## config.mk

```make
export PLATFORM = sky130hd
export DESIGN_NAME = video_out_port
export DESIGN_NICKNAME = d
export VERILOG_FILES = /design/src/verilog/video_out_pkg.sv /design/src/verilog/video_out_port.sv
export SDC_FILE = /design/constraint.sdc
export NUM_CORES = 1
export LEC_CHECK = 0
export ABC_AREA = 1
export BUFFER_PORTS_ARGS = -buffer_cell sky130_fd_sc_hd__buf_4
export CAP_MARGIN = 40
export CORE_UTILIZATION = 32
export DETAILED_ROUTE_END_ITERATION = 8
export GPL_ROUTABILITY_DRIVEN = 0
export PLACE_DENSITY = 0.62
export SETUP_SLACK_MARGIN = 0.3
export SLEW_MARGIN = 20
export SYNTH_ARGS = -nofsm -noshare
export SYNTH_HDL_FRONTEND = slang
export SYNTH_SLANG_ARGS = --single-unit
```

## constraint.sdc

```tcl
create_clock -name mclk -period 4.8 [get_ports mclk]
set_clock_uncertainty 0.05 [all_clocks]
set_input_delay 0.96 -clock mclk [delete_from_list [all_inputs] [get_ports mclk]]
set_output_delay 0.96 -clock mclk [all_outputs]
set_load 0.05 [all_outputs]
```

## src/verilog/video_out_pkg.sv

```systemverilog
// Package with the modes, carriers and timing constants of the video output port.
`default_nettype none
package video_out_pkg;
    localparam int PIX_BITS = 10;
    localparam int BUS_BITS = 16;
    localparam int BYTE_BITS = 8;
    localparam int SINGLE_PCLK_MHZ = 42;
    localparam int DUAL_PCLK_MHZ = 21;
    localparam int MCLK_MHZ = 250;
    // Half periods of the forwarded clock, rounded down, in mclk cycles.
    localparam int SINGLE_HALF_CYC = MCLK_MHZ / (2 * SINGLE_PCLK_MHZ);
    localparam int DUAL_HALF_CYC = MCLK_MHZ / (2 * DUAL_PCLK_MHZ);
    localparam int SINGLE_LINE_CYC = 1008;
    localparam int DUAL_LINE_CYC = 504;
    localparam int HALF_W = 4;

    typedef enum logic [1:0] {
        MODE_SINGLE10 = 2'h0,
        MODE_SINGLE8 = 2'h1,
        MODE_DUAL8 = 2'h2
    } out_mode_t;

    // One pixel word from the camera side.
    typedef struct packed {
        logic frame;
        logic line;
        logic [PIX_BITS-1:0] pix_a;
        logic [PIX_BITS-1:0] pix_b;
    } pix_word_t;

    // What is presented to the frame grabber.
    typedef struct packed {
        logic frame_active_flag;
        logic line_active_flag;
        logic [BUS_BITS-1:0] dout;
    } video_bus_t;
endpackage
`default_nettype wire

```

## src/verilog/video_out_port.sv

```systemverilog
// Video output port toward a frame grabber with a forwarded pixel clock.
`default_nettype none
module video_out_port
    import video_out_pkg::*;
#(
    parameter int DEPTH = 2
) (
    input wire logic mclk,
    input wire logic rst_b,
    input wire logic [1:0] mode,
    input wire logic in_valid,
    output logic in_ready,
    input wire pix_word_t in_word,
    input wire logic trigger_input_pin,
    output logic camera_trigger,
    output logic pclk_out,
    output video_bus_t video_out
);
    // Words wait in a short buffer so a stall on the camera side loses nothing.
    // The forwarded clock is a divided copy of mclk, and the bus changes only
    // at its falling edge, so the grabber sees a settled word at every rise.
    typedef struct packed {
        pix_word_t [DEPTH-1:0] buf_q;
        logic [DEPTH-1:0] buf_v;
        logic [HALF_W-1:0] div_cnt;
        logic pclk;
        logic [1:0] mode_s1;
        logic [1:0] mode_s2;
        logic fr;
        logic ln;
        logic [BUS_BITS-1:0] dout;
    } state_t;

    state_t s_r;
    state_t s_nxt;
    logic [1:0] mode_eff;
    logic [HALF_W-1:0] half;
    logic half_done;
    logic fall;
    logic pop;
    logic push;
    logic [DEPTH-1:0] v_after_pop;
    logic [DEPTH-1:0] pick;
    pix_word_t head;

    // Half period of the forwarded clock in mclk cycles for a mode.
    function automatic logic [HALF_W-1:0] half_for_mode(input logic [1:0] m);
        logic [HALF_W-1:0] h;
        h = HALF_W'(SINGLE_HALF_CYC);
        case (m)
            MODE_SINGLE10: begin
                h = HALF_W'(SINGLE_HALF_CYC);
            end
            MODE_SINGLE8: begin
                h = HALF_W'(SINGLE_HALF_CYC);
            end
            MODE_DUAL8: begin
                h = HALF_W'(DUAL_HALF_CYC);
            end
            default: begin
                h = HALF_W'(SINGLE_HALF_CYC);
            end
        endcase
        return h;
    endfunction

    // Only the three supported camera modes put pixels on the bus.
    function automatic logic mode_ok(input logic [1:0] m);
        logic ok;
        ok = 1'b0;
        case (m)
            MODE_SINGLE10: begin
                ok = 1'b1;
            end
            MODE_SINGLE8: begin
                ok = 1'b1;
            end
            MODE_DUAL8: begin
                ok = 1'b1;
            end
            default: begin
                ok = 1'b0;
            end
        endcase
        return ok;
    endfunction

    // Places one word on the bus lines by mode.
    // mode picks bit placement
    function automatic logic [BUS_BITS-1:0] map_bus(input logic [1:0] m, input pix_word_t w);
        logic [BUS_BITS-1:0] b;
        b = '0;
        case (m)
            MODE_SINGLE10: begin
                b[PIX_BITS-1:0] = w.pix_a;
            end
            MODE_SINGLE8: begin
                b[BYTE_BITS-1:0] = w.pix_a[PIX_BITS-1 -: BYTE_BITS];
            end
            MODE_DUAL8: begin
                b[BYTE_BITS-1:0] = w.pix_a[PIX_BITS-1 -: BYTE_BITS];
                b[BUS_BITS-1:BYTE_BITS] = w.pix_b[PIX_BITS-1 -: BYTE_BITS];
            end
            default: begin
                b = '0;
            end
        endcase
        return b;
    endfunction

    assign camera_trigger = trigger_input_pin;

    // The mode comes from the camera side, so only the second stage is read.
    assign mode_eff = s_r.mode_s2;

    assign half = half_for_mode(mode_eff);
    assign half_done = (s_r.div_cnt == half - HALF_W'(1));
    assign fall = half_done && s_r.pclk;

    // The head of the buffer leaves at each falling edge of the forwarded clock.
    assign head = s_r.buf_q[0];
    assign pop = fall && s_r.buf_v[0];
    assign in_ready = !s_r.buf_v[DEPTH-1];
    assign push = in_valid && in_ready;
    assign v_after_pop = pop ? (s_r.buf_v >> 1) : s_r.buf_v;

    // One-hot choice of the lowest free entry once the head has left.
    generate
        for (genvar g = 0; g < DEPTH; g++) begin : g_pick
            if (g == 0) begin : g_head
                assign pick[g] = !v_after_pop[g];
            end else begin : g_tail
                assign pick[g] = !v_after_pop[g] && v_after_pop[g-1];
            end
        end
    endgenerate

    always_comb begin
        s_nxt = s_r;
        s_nxt.mode_s1 = mode;
        s_nxt.mode_s2 = s_r.mode_s1;
        if (half_done) begin
            s_nxt.div_cnt = '0;
            s_nxt.pclk = !s_r.pclk;
        end else begin
            s_nxt.div_cnt = s_r.div_cnt + HALF_W'(1);
        end
        if (fall) begin
            if (s_r.buf_v[0] && mode_ok(mode_eff)) begin
                s_nxt.fr = head.frame;
                s_nxt.ln = head.frame & head.line;
                if (head.frame) begin
                    s_nxt.dout = map_bus(mode_eff, head);
                end else begin
                    s_nxt.dout = '0;
                end
            end else begin
                s_nxt.fr = 1'b0;
                s_nxt.ln = 1'b0;
                s_nxt.dout = '0;
            end
        end
        // Popping shifts every entry one place toward the head.
        if (pop) begin
            for (int i = 0; i < DEPTH - 1; i++) begin
                s_nxt.buf_q[i] = s_r.buf_q[i + 1];
                s_nxt.buf_v[i] = s_r.buf_v[i + 1];
            end
            s_nxt.buf_v[DEPTH-1] = 1'b0;
        end
        // A taken word goes to the lowest entry that is free after the pop.
        if (push) begin
            for (int i = 0; i < DEPTH; i++) begin
                if (pick[i]) begin
                    s_nxt.buf_q[i] = in_word;
                    s_nxt.buf_v[i] = 1'b1;
                end
            end
        end
    end

    // Asynchronous clear returns every field, the mode stages included, to zero.
    always_ff @(posedge mclk or negedge rst_b) begin
        if (!rst_b) begin
            s_r <= '0;
        end else begin
            s_r <= s_nxt;
        end
    end

    assign pclk_out = s_r.pclk;
    assign video_out.frame_active_flag = s_r.fr;
    assign video_out.line_active_flag = s_r.ln;
    assign video_out.dout = s_r.dout;
endmodule
`default_nettype wire

```

==> reports/results.txt <==
status: completed
Max Freq: 378 MHz
Worst Path Arrival: 2810 ps
Top FF cell, synth: dfrtp_1
Die Wd: 107 µm
H-tree depth: 3
HPWL after DPL: 5.05 mm
P_leak: 2.12 nW
Via density: 4.55
slew margin rel.: 50.2%
reg2reg path depth: 9
total power after layout: 2.38 mW
clk slew on worst S/H paths: 70 ps
hold crit path type: reg2reg
Post CTS Setup Buffer Count: 0
Final min period: 2640 ps
Post-Synth Simple-Gate Area: 26.4%
portion of netlist area occupied by mux cells: 0%
Max FO, Critical Path: 22
synth unique cells: 25
Die Area: 11500 µm²
CTS tree: yes
Critical Path Source Type: register
residual DRC count: 0
Vias: 2635
RSZ-0062 raised after global routing: no
Mapped Area: 3550 µm²
Synth Area in Compound Gates: 8.64%
num rows: 38
clock root buffer: clkbuf_8
number of flops mapped to enable cells by yosys: 0
most common cell after layout, fill and taps aside: nand2_1
Die Ht: 107 µm
worst r2r dst: head[13]
WL per Instance: 12.7 µm
Synth Area in XOR/XNOR: 0.494%
Initial Utilization: 32.7%
initial drt markers: 149
Worst-Margin Slew: 746 ps
CP Launch Point: mode_eff[0]
total grt overflow: 0
Clock Tree Buf Depth: 2
total wire length: 7.36 mm
fin nets: 468
share of post-route cells with drive strength above 1: 21.2%
mean post-synth cell area: 8.53 µm²
All-Layer GR Usage: 14.2%
synthesized flop and latch total: 69
Synthesis Warnings: 0
pwr dens: 589 nW/µm²
Setup CP Type: reg2reg
max-cap violations: 0
Final ANT Viol Nets: 0
total CTS buffers: 9
async set-reset flop share out of synthesis: 100%
Port Buffer Count: 44
largest net degree at the start of global routing: 47
Layout area overhead: 14.2%
IO Count: 49
Post-Synth Adder-Cell Area: 1.41%
fin. max-slew vios: 0
Mapped Cells: 416
vias in the first global route: 2560
final hold violation count: 0
Clk Latency, worst-skew pair: 340 ps
final number of setup-violating endpoints: 0
CP required: 4970 ps
reg2reg setup slack: 2160 ps
Hold Buf Count CTS: 0
Core Box Area: 10800 µm²
main combinational cell family by area after synthesis: simple AND/OR/NAND/NOR gates
crit path to: head[13]
Syn Nets: 448
first-pass GRT wire length: 12.7 mm
post-cts sizing count: 0
initial antenna violation count: 0
diodes inserted: 0
Clock Sinks: 69
Final Cycle Share: 55.1%
commonest non-fill, non-tap cells in the layout: 138 x nand2_1, 69 x dfrtp_1, 54 x inv_1
Worst Setup End Kind: register
total negative setup slack: 0 ps
FF-to-FF Start: mode_eff[0]
sequential area share after synthesis: 48.7%
VDD IR max: 199 µV
DRT Pass-1 Iters: 4
worst min path at each step:
stage | start | endpoint | slack, ps | cells after the start
finish | s_nxt[19] | mode_eff[1] | 300 | 0
floorplan | s_nxt[18] | mode_eff[0] | 280 | 0
global route | s_nxt[19] | mode_eff[1] | 330 | 0
CTS | s_nxt[19] | mode_eff[1] | 310 | 0
detailed placement | s_nxt[18] | mode_eff[0] | 290 | 0
global placement | s_nxt[19] | mode_eff[1] | 290 | 0
worst max-delay path, cell delays in order (launching register included):
cell and delay [ps]:
dfrtp_1 390, inv_1 80, ha_1 410, nand3_2 170
nand2_4 130, nand4_4 90, nand2_2 370, nand2_1 560
nand2_1 210, nand2_1 70
logic make-up (layout without fill, tap and decap cells):
family / Yosys count / in the layout
AO/OA/AOI/OAI: 47 / 47
XOR/XNOR: 2 / 2
adder cells (fa/ha/maj): 4 / 4
buffers and inverters: 95 / 118
flip-flops: 69 / 69
AND/OR/NAND/NOR: 199 / 199
sequential cells by signal (all words and copies together) (netlist names):
signal and cells:
s_r 26, mode_eff 2, head 20, video_out 18, s_nxt 2, pclk_out 1
where the power goes:
group | internal [mW] | total [mW] | switching [mW]
Combinational | 0.323 | 0.951 | 0.628
Sequential | 0.794 | 0.954 | 0.160
Clock | 0.277 | 0.480 | 0.202
Total | 1.39 | 2.38 | 0.990
layer usage:
layer / up-vias / track usage (%) / share of wire (%)
met5: - / 0 / 0
met4: 0 / 5.87 / 1.9
met3: 10 / 3.39 / 4.4
met2: 69 / 21.8 / 46
met1: 1215 / 19.1 / 47
li1: 1341 / - / -
cell usage after synthesis (6+ instances only):
cell | n | area share [%]
o22ai_1 | 6 | 1.1
nand2_1 | 138 | 15
o21ai_2 | 17 | 4.2
buf_2 | 7 | 0.99
inv_1 | 54 | 5.7
nand4_1 | 21 | 3.7
o21ai_1 | 12 | 1.7
nor2_1 | 6 | 0.63
buf_6 | 7 | 2.2
dfrtp_1 | 69 | 49
buf_4 | 24 | 5.1
o21ai_0 | 12 | 1.7
nand3_1 | 21 | 3.0
cell type report:
class	instances	area, µm²
well taps	140	175
fillers	1138	6790
clock buffers	13	169
repair buffers	49	430
inverters	55	209
flip-flops and latches	69	1730
multi-input cells	252	1310
clock inverters	1	30.0
metrics by stage:
stage	util, %	cells	hold WS [ps]	area [µm²]	worst slack (ps)
after floorplan	-	416	281	3550	2660
after global placement	34.6	560	286	3750	1760
after detailed placement	35.4	564	286	3840	1930
after CTS	37.2	578	314	4040	2120
after global routing	37.4	579	325	4050	1890
final	37.4	579	301	4050	2160
Power figures use the tool's default switching activity.
